--- src/inc/hold_key_defines.svh ---
// Register offsets, field positions, reset values and timing figures of the sensing block.
`ifndef HOLD_KEY_DEFINES_SVH
`define HOLD_KEY_DEFINES_SVH

`define CLOCK_HZ 25000000
`define MS_PER_SECOND 1000
`define CLOCKS_PER_MS (`CLOCK_HZ / `MS_PER_SECOND)

`define REG_GENERAL_STATUS 8'h02
`define REG_BASELINE_SHIFT 8'h2F
`define REG_STANDBY_WATCH 8'h40
`define REG_STANDBY_CONFIG 8'h41
`define REG_STANDBY_GAIN 8'h42
`define REG_STANDBY_THRESHOLD 8'h43
`define REG_INPUT_ONE_BASELINE 8'h50
`define REG_INPUT_TWO_BASELINE 8'h51
`define REG_INPUT_THREE_BASELINE 8'h52
`define REG_HOLD_KEY_SELECT 8'h60
`define REG_HOLD_KEY_CONFIG 8'h61

`define RESET_BASELINE_SHIFT 8'h00
`define RESET_STANDBY_WATCH 8'h00
`define RESET_STANDBY_CONFIG 8'h39
`define RESET_STANDBY_GAIN 8'h02
`define RESET_STANDBY_THRESHOLD 8'h40
`define RESET_BASELINE 8'hC8
`define RESET_HOLD_KEY_SELECT 8'h00
`define RESET_HOLD_KEY_CONFIG 8'h22

`define STATUS_HOLD_KEY_BIT 4
`define CONFIG_SUM_BIT 7
`define CONFIG_COUNT_LSB 4
`define CONFIG_PERIOD_LSB 0
`define HOLD_STANDBY_ENABLE_BIT 6
`define HOLD_STANDBY_TIME_LSB 4
`define HOLD_ACTIVE_ENABLE_BIT 2
`define HOLD_ACTIVE_TIME_LSB 0

`define CYCLE_STEP_MS 35
`define HOLD_BASE_MS 280
`define GAIN_MAX_SHIFT 7

`endif

--- src/inc/hold_key_pkg.sv ---
// Types shared by the sensing block and its serial register port.
package hold_key_pkg;

  typedef enum logic [8:0] {
    SER_IDLE = 9'h001,
    SER_ADDR = 9'h002,
    SER_ACK_ADDR = 9'h004,
    SER_POINTER = 9'h008,
    SER_ACK_POINTER = 9'h010,
    SER_WRITE = 9'h020,
    SER_ACK_WRITE = 9'h040,
    SER_READ = 9'h080,
    SER_ACK_READ = 9'h100
  } serial_state_type;

  typedef enum logic [4:0] {
    SB_IDLE = 5'h01,
    SB_SCAN = 5'h02,
    SB_REQUEST = 5'h04,
    SB_WAIT = 5'h08,
    SB_EVAL = 5'h10
  } standby_state_type;

endpackage

--- src/hw/standby_sense_and_hold_key.sv ---
// Standby sensing cycle, baseline accumulation, hold key timing and their registers.
`timescale 1ns/10ps
// Function
// - Standby cycle period codes 0-3 give 35, 70, 105, 140 ms; reset 70 ms.
// - A standby cycle stretches until every programmed sample has been taken.
// - Standby gain codes 0-7 give 128x down to 1x, halving; reset 32x.
// - Standby deltas are scaled by the selected gain before comparison.
// - Seven-bit standby threshold at 43h, reset 40h; delta above it is a touch.
// - Read-only baselines at 50h-52h, reset C8h, updated during calibration.
// - Readings accumulate until sample size, then upper 16 bits load baseline, adder clears.
// - The baseline shift field chooses which baseline bits the registers show.
// - Key select at 60h, reset 00h, codes 0, 1, 2 pick inputs one to three.
// - Config bit 6 enables the hold key in standby; reset disabled.
// - Config bit 2 enables the hold key in active state; reset disabled.
// - Hold duration codes give 280, 560, 1120, 2240 ms; config at 61h resets 22h.
// - Active hold of the selected input for the active duration sets flag and interrupt.
// - Standby hold of the selected input for the standby duration sets flag and interrupt.
// - Only watched inputs are sampled in standby, with standby settings.
// - Standby sample count codes give 1 to 128 samples, reset 8, taken consecutively.
`include "hold_key_defines.svh"
module standby_sense_and_hold_key
  import hold_key_pkg::*;
#(
  parameter int CLOCKS_PER_MS = `CLOCKS_PER_MS,
  parameter int DELTA_WIDTH = 16,
  parameter int ADDER_WIDTH = 24,
  parameter logic [6:0] DEVICE_ADDRESS = 7'h28
) (
  input wire logic clock,
  input wire logic reset_n,
  input wire logic scl,
  input wire logic sda_in,
  output logic sda_out,
  output logic sda_oe,
  input wire logic standby_mode,
  input wire logic [2:0] active_touch,
  output logic sample_req,
  output logic [1:0] sample_input,
  input wire logic sample_done,
  input wire logic [DELTA_WIDTH-1:0] sample_delta,
  output logic [2:0] standby_touch,
  input wire logic cal_valid,
  input wire logic [1:0] cal_input,
  input wire logic [15:0] cal_count,
  input wire logic [2:0] cal_size_log2,
  output logic hold_key_flag,
  output logic hold_key_irq
);
  localparam int SUM_WIDTH = DELTA_WIDTH + 7;
  localparam int SCALED_WIDTH = SUM_WIDTH + `GAIN_MAX_SHIFT;

  logic [7:0] reg_addr, reg_wdata, reg_rdata;
  logic reg_wr;
  logic [7:0] standby_watch_r, standby_config_r, standby_gain_r, standby_threshold_r;
  logic [7:0] hold_key_select_r, hold_key_config_r, baseline_shift_r;
  logic [15:0] baseline_r [3];

  function automatic logic [11:0] hold_ms(input logic [1:0] code);
    hold_ms = 12'(`HOLD_BASE_MS) << code;
  endfunction

  function automatic logic [7:0] shown_baseline(input logic [15:0] base, input logic [3:0] sh);
    shown_baseline = 8'(base >> sh);
  endfunction

  serial_register_port #(.DEVICE_ADDRESS(DEVICE_ADDRESS)) port_u (
    .clock(clock),
    .reset_n(reset_n),
    .scl(scl),
    .sda_in(sda_in),
    .sda_out(sda_out),
    .sda_oe(sda_oe),
    .reg_addr(reg_addr),
    .reg_wdata(reg_wdata),
    .reg_wr(reg_wr),
    .reg_rdata(reg_rdata)
  );

  // Configuration registers; reserved bits are not stored and read as zero, except in standby config, which stores all eight bits.
  always_ff @(posedge clock or negedge reset_n) begin
    if (!reset_n) begin
      standby_watch_r <= `RESET_STANDBY_WATCH;
      standby_config_r <= `RESET_STANDBY_CONFIG;
      standby_gain_r <= `RESET_STANDBY_GAIN;
      standby_threshold_r <= `RESET_STANDBY_THRESHOLD;
      hold_key_select_r <= `RESET_HOLD_KEY_SELECT;
      hold_key_config_r <= `RESET_HOLD_KEY_CONFIG;
      baseline_shift_r <= `RESET_BASELINE_SHIFT;
    end else if (reg_wr) begin
      unique case (reg_addr)
        `REG_STANDBY_WATCH: standby_watch_r <= reg_wdata & 8'h07;
        `REG_STANDBY_CONFIG: standby_config_r <= reg_wdata;
        `REG_STANDBY_GAIN: standby_gain_r <= reg_wdata & 8'h07;
        `REG_STANDBY_THRESHOLD: standby_threshold_r <= reg_wdata & 8'h7F;
        `REG_HOLD_KEY_SELECT: hold_key_select_r <= reg_wdata & 8'h07;
        `REG_HOLD_KEY_CONFIG: hold_key_config_r <= reg_wdata & 8'h77;
        `REG_BASELINE_SHIFT: baseline_shift_r <= reg_wdata & 8'h0F;
        // Baseline registers take no write path at all.
        default: baseline_shift_r <= baseline_shift_r;
      endcase
    end
  end

  always_comb begin
    unique case (reg_addr)
      `REG_GENERAL_STATUS: reg_rdata = 8'(hold_key_flag) << `STATUS_HOLD_KEY_BIT;
      `REG_BASELINE_SHIFT: reg_rdata = baseline_shift_r;
      `REG_STANDBY_WATCH: reg_rdata = standby_watch_r;
      `REG_STANDBY_CONFIG: reg_rdata = standby_config_r;
      `REG_STANDBY_GAIN: reg_rdata = standby_gain_r;
      `REG_STANDBY_THRESHOLD: reg_rdata = standby_threshold_r;
      // The shift applies at read time, so a new shift shows at once on the stored baseline.
      `REG_INPUT_ONE_BASELINE:
        reg_rdata = shown_baseline(baseline_r[0], baseline_shift_r[3:0]);
      `REG_INPUT_TWO_BASELINE:
        reg_rdata = shown_baseline(baseline_r[1], baseline_shift_r[3:0]);
      `REG_INPUT_THREE_BASELINE:
        reg_rdata = shown_baseline(baseline_r[2], baseline_shift_r[3:0]);
      `REG_HOLD_KEY_SELECT: reg_rdata = hold_key_select_r;
      `REG_HOLD_KEY_CONFIG: reg_rdata = hold_key_config_r;
      default: reg_rdata = 8'h00;
    endcase
  end

  // Millisecond timebase shared by the standby cycle and the hold timer.
  logic [31:0] prescale_r;
  logic ms_tick_r;

  always_ff @(posedge clock or negedge reset_n) begin
    if (!reset_n) begin
      prescale_r <= 32'h0;
      ms_tick_r <= 1'b0;
    end else if (prescale_r == 32'(CLOCKS_PER_MS - 1)) begin
      prescale_r <= 32'h0;
      ms_tick_r <= 1'b1;
    end else begin
      prescale_r <= prescale_r + 32'h1;
      ms_tick_r <= 1'b0;
    end
  end

  // Standby sensing sequencer.
  standby_state_type sb_state_r;
  logic [7:0] elapsed_ms_r;
  logic [7:0] period_ms;
  logic [1:0] chan_r;
  logic [7:0] taken_r;
  logic [7:0] needed;
  logic [SUM_WIDTH-1:0] sum_r;
  logic [SUM_WIDTH-1:0] measured;
  logic [SCALED_WIDTH-1:0] scaled;
  logic [2:0] touch_r;

  assign period_ms = 8'(`CYCLE_STEP_MS) * (8'(standby_config_r[`CONFIG_PERIOD_LSB +: 2]) + 8'h01);
  assign needed = 8'h01 << standby_config_r[`CONFIG_COUNT_LSB +: 3];
  assign measured = standby_config_r[`CONFIG_SUM_BIT] ? sum_r :
    (sum_r >> standby_config_r[`CONFIG_COUNT_LSB +: 3]);
  assign scaled = SCALED_WIDTH'(measured) <<
    (3'(`GAIN_MAX_SHIFT) - standby_gain_r[2:0]);
  assign sample_req = (sb_state_r == SB_REQUEST);
  assign sample_input = chan_r;
  assign standby_touch = touch_r;

  always_ff @(posedge clock or negedge reset_n) begin
    if (!reset_n) begin
      elapsed_ms_r <= 8'hFF;
    end else if (!standby_mode) begin
      // Saturated so that the first cycle starts as soon as standby begins.
      elapsed_ms_r <= 8'hFF;
    end else if ((sb_state_r == SB_IDLE) && (elapsed_ms_r >= period_ms)) begin
      elapsed_ms_r <= 8'h00;
    end else if (ms_tick_r && (elapsed_ms_r != 8'hFF)) begin
      elapsed_ms_r <= elapsed_ms_r + 8'h01;
    end
  end

  always_ff @(posedge clock or negedge reset_n) begin
    if (!reset_n) begin
      sb_state_r <= SB_IDLE;
      chan_r <= 2'h0;
      taken_r <= 8'h00;
      sum_r <= '0;
      touch_r <= 3'h0;
    end else if (!standby_mode) begin
      sb_state_r <= SB_IDLE;
      chan_r <= 2'h0;
      touch_r <= 3'h0;
    end else begin
      unique case (sb_state_r)
        SB_IDLE: if (elapsed_ms_r >= period_ms) begin
          // A late finish already leaves the period spent, so the cycle just stretches.
          chan_r <= 2'h0;
          sb_state_r <= SB_SCAN;
        end
        SB_SCAN: if (chan_r == 2'h3) begin
          sb_state_r <= SB_IDLE;
        end else if (standby_watch_r[chan_r]) begin
          taken_r <= 8'h00;
          sum_r <= '0;
          sb_state_r <= SB_REQUEST;
        end else begin
          touch_r[chan_r] <= 1'b0;
          chan_r <= chan_r + 2'h1;
        end
        SB_REQUEST: sb_state_r <= SB_WAIT;
        SB_WAIT: if (sample_done) begin
          sum_r <= sum_r + SUM_WIDTH'(sample_delta);
          taken_r <= taken_r + 8'h01;
          // All samples of one input follow each other before the next input.
          // At or above, so lowering the count in mid-cycle cannot run the counter round.
          sb_state_r <= (taken_r + 8'h01 >= needed) ? SB_EVAL : SB_REQUEST;
        end
        SB_EVAL: begin
          touch_r[chan_r] <= scaled > SCALED_WIDTH'(standby_threshold_r[6:0]);
          chan_r <= chan_r + 2'h1;
          sb_state_r <= SB_SCAN;
        end
      endcase
    end
  end

  // Baseline adders, one per input.
  genvar gi;
  generate
    for (gi = 0; gi < 3; gi++) begin : g_baseline
      logic [ADDER_WIDTH-1:0] adder_r, adder_nxt;
      logic [7:0] count_r;
      logic hit;

      assign hit = cal_valid && (cal_input == 2'(gi));
      assign adder_nxt = adder_r + ADDER_WIDTH'(cal_count);

      always_ff @(posedge clock or negedge reset_n) begin
        if (!reset_n) begin
          adder_r <= '0;
          count_r <= 8'h00;
          baseline_r[gi] <= 16'(`RESET_BASELINE);
        end else if (hit && (count_r + 8'h01 == (8'h01 << cal_size_log2))) begin
          baseline_r[gi] <= adder_nxt[ADDER_WIDTH-1 -: 16];
          adder_r <= '0;
          count_r <= 8'h00;
        end else if (hit) begin
          adder_r <= adder_nxt;
          count_r <= count_r + 8'h01;
        end
      end
    end
  endgenerate

  // Hold key timer.
  logic selected_touch, hold_enable, fired_r;
  logic [1:0] duration_code;
  logic [11:0] held_ms_r;

  always_comb begin
    selected_touch = 1'b0;
    if (hold_key_select_r[2:0] < 3'h3) begin
      selected_touch = standby_mode ? touch_r[hold_key_select_r[1:0]] :
        active_touch[hold_key_select_r[1:0]];
    end
    hold_enable = standby_mode ? hold_key_config_r[`HOLD_STANDBY_ENABLE_BIT] :
      hold_key_config_r[`HOLD_ACTIVE_ENABLE_BIT];
    duration_code = standby_mode ? hold_key_config_r[`HOLD_STANDBY_TIME_LSB +: 2] :
      hold_key_config_r[`HOLD_ACTIVE_TIME_LSB +: 2];
  end

  always_ff @(posedge clock or negedge reset_n) begin
    if (!reset_n) begin
      held_ms_r <= 12'h000;
      fired_r <= 1'b0;
      hold_key_irq <= 1'b0;
    end else begin
      hold_key_irq <= 1'b0;
      if (!selected_touch || !hold_enable) begin
        held_ms_r <= 12'h000;
        fired_r <= 1'b0;
      end else if (!fired_r && (held_ms_r >= hold_ms(duration_code))) begin
        fired_r <= 1'b1;
        hold_key_irq <= 1'b1;
      end else if (ms_tick_r && !fired_r) begin
        held_ms_r <= held_ms_r + 12'h001;
      end
    end
  end

  // A status write with the flag bit at zero clears it, but a new hold wins.
  always_ff @(posedge clock or negedge reset_n) begin
    if (!reset_n) begin
      hold_key_flag <= 1'b0;
    end else if (hold_key_irq) begin
      hold_key_flag <= 1'b1;
    end else if (reg_wr && (reg_addr == `REG_GENERAL_STATUS) &&
        !reg_wdata[`STATUS_HOLD_KEY_BIT]) begin
      hold_key_flag <= 1'b0;
    end
  end
endmodule // standby_sense_and_hold_key

--- src/hw/serial_register_port.sv ---
// Two-wire serial slave that turns bus transfers into register reads and writes.
`timescale 1ns/10ps
module serial_register_port
  import hold_key_pkg::*;
#(
  parameter logic [6:0] DEVICE_ADDRESS = 7'h28
) (
  input wire logic clock,
  input wire logic reset_n,
  input wire logic scl,
  input wire logic sda_in,
  output logic sda_out,
  output logic sda_oe,
  output logic [7:0] reg_addr,
  output logic [7:0] reg_wdata,
  output logic reg_wr,
  input wire logic [7:0] reg_rdata
);
  serial_state_type state_r;
  logic scl_r, sda_r, rw_r, master_ack_r;
  logic [3:0] count_r;
  logic [7:0] shift_r, tx_r;
  logic scl_rise, scl_fall, start_seen, stop_seen;

  assign scl_rise = scl & ~scl_r;
  assign scl_fall = ~scl & scl_r;
  assign start_seen = scl & scl_r & sda_r & ~sda_in;
  assign stop_seen = scl & scl_r & ~sda_r & sda_in;
  assign sda_out = 1'b0;
  assign sda_oe = (state_r == SER_ACK_ADDR) || (state_r == SER_ACK_POINTER) ||
    (state_r == SER_ACK_WRITE) || ((state_r == SER_READ) && !tx_r[7]);

  always_ff @(posedge clock or negedge reset_n) begin
    if (!reset_n) begin
      scl_r <= 1'b1;
      sda_r <= 1'b1;
    end else begin
      scl_r <= scl;
      sda_r <= sda_in;
    end
  end

  always_ff @(posedge clock or negedge reset_n) begin
    if (!reset_n) begin
      state_r <= SER_IDLE;
      count_r <= 4'h0;
      shift_r <= 8'h00;
      tx_r <= 8'hFF;
      rw_r <= 1'b0;
      master_ack_r <= 1'b0;
      reg_addr <= 8'h00;
      reg_wdata <= 8'h00;
      reg_wr <= 1'b0;
    end else begin
      reg_wr <= 1'b0;
      if (start_seen) begin
        state_r <= SER_ADDR;
        count_r <= 4'h0;
        tx_r <= 8'hFF;
      end else if (stop_seen) begin
        state_r <= SER_IDLE;
        tx_r <= 8'hFF;
      end else if (scl_rise) begin
        shift_r <= {shift_r[6:0], sda_in};
        count_r <= count_r + 4'h1;
        master_ack_r <= ~sda_in;
      end else if (scl_fall) begin
        unique case (state_r)
          SER_IDLE: state_r <= SER_IDLE;
          SER_ADDR: if (count_r == 4'h8) begin
            rw_r <= shift_r[0];
            state_r <= (shift_r[7:1] == DEVICE_ADDRESS) ? SER_ACK_ADDR : SER_IDLE;
          end
          SER_ACK_ADDR: begin
            count_r <= 4'h0;
            if (rw_r) begin
              tx_r <= reg_rdata;
              state_r <= SER_READ;
            end else begin
              state_r <= SER_POINTER;
            end
          end
          SER_POINTER: if (count_r == 4'h8) begin
            reg_addr <= shift_r;
            state_r <= SER_ACK_POINTER;
          end
          SER_ACK_POINTER: begin
            count_r <= 4'h0;
            state_r <= SER_WRITE;
          end
          SER_WRITE: if (count_r == 4'h8) begin
            reg_wdata <= shift_r;
            reg_wr <= 1'b1;
            state_r <= SER_ACK_WRITE;
          end
          SER_ACK_WRITE: begin
            count_r <= 4'h0;
            reg_addr <= reg_addr + 8'h01;
            state_r <= SER_WRITE;
          end
          SER_READ: if (count_r == 4'h8) begin
            tx_r <= 8'hFF;
            state_r <= SER_ACK_READ;
          end else begin
            tx_r <= {tx_r[6:0], 1'b1};
          end
          SER_ACK_READ: begin
            count_r <= 4'h0;
            if (master_ack_r) begin
              reg_addr <= reg_addr + 8'h01;
              tx_r <= reg_rdata;
              state_r <= SER_READ;
            end else begin
              state_r <= SER_IDLE;
            end
          end
        endcase
      end
    end
  end
endmodule // serial_register_port

--- config.mk ---
export PLATFORM = sky130hd
export DESIGN_NAME = standby_sense_and_hold_key
export DESIGN_NICKNAME = d
export VERILOG_FILES = /design/src/inc/hold_key_pkg.sv /design/src/hw/standby_sense_and_hold_key.sv /design/src/hw/serial_register_port.sv
export VERILOG_INCLUDE_DIRS = /design/src /design/src/inc
export SDC_FILE = /design/constraint.sdc
export NUM_CORES = 1
export LEC_CHECK = 0
export BUFFER_PORTS_ARGS = -buffer_cell sky130_fd_sc_hd__buf_4
export CORE_ASPECT_RATIO = 1.4
export CORE_UTILIZATION = 36
export CTS_CLUSTER_SIZE = 14
export DETAILED_ROUTE_END_ITERATION = 16
export SETUP_SLACK_MARGIN = 0.4
export SLEW_MARGIN = 20
export SYNTH_ARGS = -nofsm -noshare
export SYNTH_HDL_FRONTEND = slang
export SYNTH_HIERARCHICAL = 1
export SYNTH_SLANG_ARGS = --single-unit
--- constraint.sdc ---
create_clock -name clock -period 4.8 [get_ports clock]
set_clock_uncertainty 0.15 [all_clocks]
set_input_delay 0.24 -clock clock [delete_from_list [all_inputs] [get_ports clock]]
set_output_delay 0.24 -clock clock [all_outputs]
set_load 0.005 [all_outputs]
==> results by stage <==
STA:
- Setup repair after global routing left no endpoint under its margin.
- Summed over all failing endpoints, the final setup total negative slack is 0 ns.
- The slew of the pin with the lowest slew margin is 1.008 ns.
- The worst hold slack is 0.04210 ns.
- The hold violation total from the final report is 0.
- The maximum clock frequency is approximately 240 MHz.
- In the finished design, the share of the clock period the worst path needs comes to 85.22%.
- The normalized max-slew margin is roughly a third.
- The final critical path time including I/O delays and setup is 4.090 ns.
- The max-slew violation count was 0.
- The final setup violation count is 0.

Global route:
- The initial antenna violation count was 0.
- The global-route wire length before repair is 94920 µm.
- Across every metal layer, demand over resource in global routing totals 18.84%.
- The pin count of the biggest net entering global routing is 117.
- The remaining global-route overflow is 0.
- The number of global-route vias before repair is 18330.

Power:
- In this run the static leakage power is 10.55 nW.
- Across the VDD grid, the largest voltage drop is about 0.27 mV.
- The power density over the cells is 403.7 mW/mm².

Synthesis:
- Ranked by total cell area, the synthesized netlist is headed by sky130_fd_sc_hd__dfrtp_1 (33%), sky130_fd_sc_hd__ha_1 (7.0%), sky130_fd_sc_hd__nand2_1 (5.2%), sky130_fd_sc_hd__dfstp_2 (4.5%), sky130_fd_sc_hd__o21ai_0 (4.4%).
- Counting every net in the synthesized netlist gives 2599.
- The cell type contributing the most total cell area after synthesis is sky130_fd_sc_hd__dfrtp_1.
- The fraction of synthesized cell area taken by the top area cell type is between 30 and 40%.
- The post-synthesis cell area is 0.02179 mm².
- For this run, the register share of the synthesized area comes to 37.53%.
- The synthesized instance count is 2426.
- Yosys printed 6 warnings.
- After synthesis, the netlist uses 91 different library cells.
- The async set or reset register ratio after synthesis is 100.0%.
- The most common flop cell mapped by yosys is sky130_fd_sc_hd__dfrtp_1.
- A synthesized cell averages 8.984 µm².
- The register bit count reported by yosys is about 330.
- The number of synthesized flops with an enable pin is 0.

Floorplan:
- The placeable core region is 0.05981 mm².
- Pin placement for this block handled 57 I/O pins.
- The number of cell rows is between 100 and 150.
- The die is 210.0 µm wide.
- The area of the die is just over 0.06 mm².
- The vertical extent of the die is about 290 µm.
- For this configuration, the core starts out at a cell density of 36.44%.

Run status:
- The flow ran to the end, and the final reports show no timing, DRC or antenna violations.

Final layout:
- In the final layout, the share of cells above drive strength 1 is between 10% and 20%.
- The number of nets in the finished design is 2622.
- The most frequent standard cell in the layout excluding fill and tap cells is sky130_fd_sc_hd__nand2_1.
- In the layout the commonest cells are sky130_fd_sc_hd__nand2_1 (304), sky130_fd_sc_hd__dfrtp_1 (288), sky130_fd_sc_hd__o21ai_0 (191).
- The growth of design area from synthesis to finish is 12.03%.

Clock network:
- TritonCTS built the clock tree.
- Counting along the longest clock path gives a buffer depth of 3.
- The clock net in this run drives a total of 325 sinks.
- The number of buffers inserted to repair setup after CTS is 0.
- The clock insertion delay at the later pin of the skew report is between 0.5 and 0.6 ns.
- The clock transition at the registers of the reported paths is 0.06 ns.
- The buffer cell driving the clock tree root is sky130_fd_sc_hd__clkbuf_16.
- The clock tree synthesis step divided the H-tree into 2 levels.
- The number of CTS-inserted buffers is 40.

Route:
- In the routed design, unresolved DRC markers number 0.
- The initial DRC count is 1343.
- The average wire per cell in the routed design is around 17 µm.
- The number of antenna-violating nets in the routed design is 0.
- The total number of vias is around 18000.
- In the routed layout, each cell is associated on average with a via count of 5.583.
- After detailed routing, the total wire length is 57520 µm.
- The first TritonRoute pass finished after 5 iterations.

Critical path:
- For the worst setup path, the data required time is 5.06 ns.
- Along the worst path, the maximum fanout reaches 30.
- The worst register-to-register path has a setup slack of 0.71 ns.
- The kind of start point of the critical path is a flop.
- By startpoint and endpoint, the worst setup path is classified as reg -> reg.
- STA classifies the critical path endpoint as a flop.
- The critical path arrival is roughly 4.4 ns.

Hold path:
- The min-delay analysis places its worst path in the category in -> reg.

Flow run:
- Across the run, the number of max-cap violations was 0.

Placement:
- At the end of routability-driven placement, the weighted congestion stood at 0.8655.
- During placement, the flow inserted port buffers numbering 55.
- The placed wire-length estimate after detailed placement is 41960 µm.
## power breakdown
group          internal [mW]  switching [mW]
clock                   1.80            1.25
sequential              3.21           0.473
combinational           1.33            1.80
## cell usage after synthesis, drive strengths merged, types with 28 or more instances
master and count:
nor3 60, or3 30, o21ai 195, nand4 28, inv 68, xor2 54, mux2 81, ha 122
mux2i 47, nand2 304, xnor2 88, buf 28, nand3 97, dfstp 37, nor2 183, clkbuf 86
and3 34, dfrtp 288, a21oi 105, o31ai 39, a21o 29
## through the flow
| stage | setup slack, ns | total power, mW | cells | utilization, % | cell area (µm²) |
|---|---|---|---|---|---|
| after floorplan | 0.8704 | 5.974 | 2426 | - | 21790 |
| after CTS | 0.4664 | 9.954 | 3289 | 40.75 | 24380 |
| final | 0.7096 | 9.857 | 3291 | 40.82 | 24420 |
| after global placement | 0.5155 | 6.718 | 3205 | 38.39 | 22960 |
| after global routing | 0.3982 | 10.52 | 3290 | 40.82 | 24410 |
| after detailed placement | 0.4973 | 6.825 | 3205 | 38.39 | 22960 |
## worst paths after layout
kind,startpoint,endpoint,depth (start not counted)
setup / recovery,standby_config_r[5]$_DFFE_PN1P_,standby_touch[0]$_DFFE_PN0P_,16
hold / removal,sample_delta[15],sum_r[15]$_DFFE_PN0P_,4
setup reg to reg,standby_config_r[5]$_DFFE_PN1P_,standby_touch[0]$_DFFE_PN0P_,16
hold reg to reg,baseline_r[6]$_DFFE_PN1P_,baseline_r[6]$_DFFE_PN1P_,2
max in group asynchronous,reset_n,g_baseline[0].adder_r[1]$_DFFE_PN0P_,3
min in group asynchronous,reset_n,sum_r[15]$_DFFE_PN0P_,2
## cell type report
class,count,area (µm²)
antenna,1,2.502
clock buffer,53,1111
multi-input combinational,1919,12880
sequential,325,8183
tap,810,1013
timing repair buffer,95,780.7
inverter,68,255.2
clock inverter,20,191.4
fill,5959,35400
## metal layers
layer,global-route usage [%],routed length (µm),vias up
li1,-,-,8937
met1,21.61,23570,8960
met2,35.11,29920,360
met3,2.351,1851,117
met4,7.513,2182,0
met5,0,0,-
## logic make-up (layout without fill, tap and decap cells)
group | count (synthesis) | count (layout) | share of synthesized area, %
buf+inv | 182 | 236 | 3.542
xor+xnor | 143 | 143 | 5.810
fa+ha+maj | 126 | 126 | 7.371
mux | 130 | 130 | 6.550
simple gates | 885 | 885 | 19.83
flops | 325 | 325 | 37.53
other cells | 1 | 2 | 0.01721
compound gates | 634 | 634 | 19.35
## critical path, stage by stage (launching register included)
cell and delay [ns]:
sky130_fd_sc_hd__dfstp_2 0.64, sky130_fd_sc_hd__buf_4 0.37, sky130_fd_sc_hd__nor4bb_1 0.11, sky130_fd_sc_hd__a221oi_1 0.22, sky130_fd_sc_hd__o211ai_1 0.14, sky130_fd_sc_hd__mux2i_1 0.34
sky130_fd_sc_hd__nor3_1 0.10, sky130_fd_sc_hd__ha_1 0.30, sky130_fd_sc_hd__nor2b_1 0.13, sky130_fd_sc_hd__o21ai_0 0.16, sky130_fd_sc_hd__nand2b_1 0.07, sky130_fd_sc_hd__a2111oi_0 0.39
sky130_fd_sc_hd__or3_1 0.17, sky130_fd_sc_hd__nand4_1 0.08, sky130_fd_sc_hd__nor4_2 0.30, sky130_fd_sc_hd__buf_4 0.17, sky130_fd_sc_hd__a31oi_1 0.07
## repair_timing
action                                 in CTS  in global routing
hold buffers                               11                  0
gates resized for setup                     0                  7
endpoints found under the hold margin     115                  0
setup endpoints to repair                   0                  3
## sequential cells by signal (all words and copies together) (netlist names), 9 cells and up
name,flops
g_baseline.count_r,24
prescale_r,32
port_u/state_r,9
baseline_r,48
g_baseline.adder_r,72
held_ms_r,12
sum_r,23
Power figures use the tool's default switching activity.
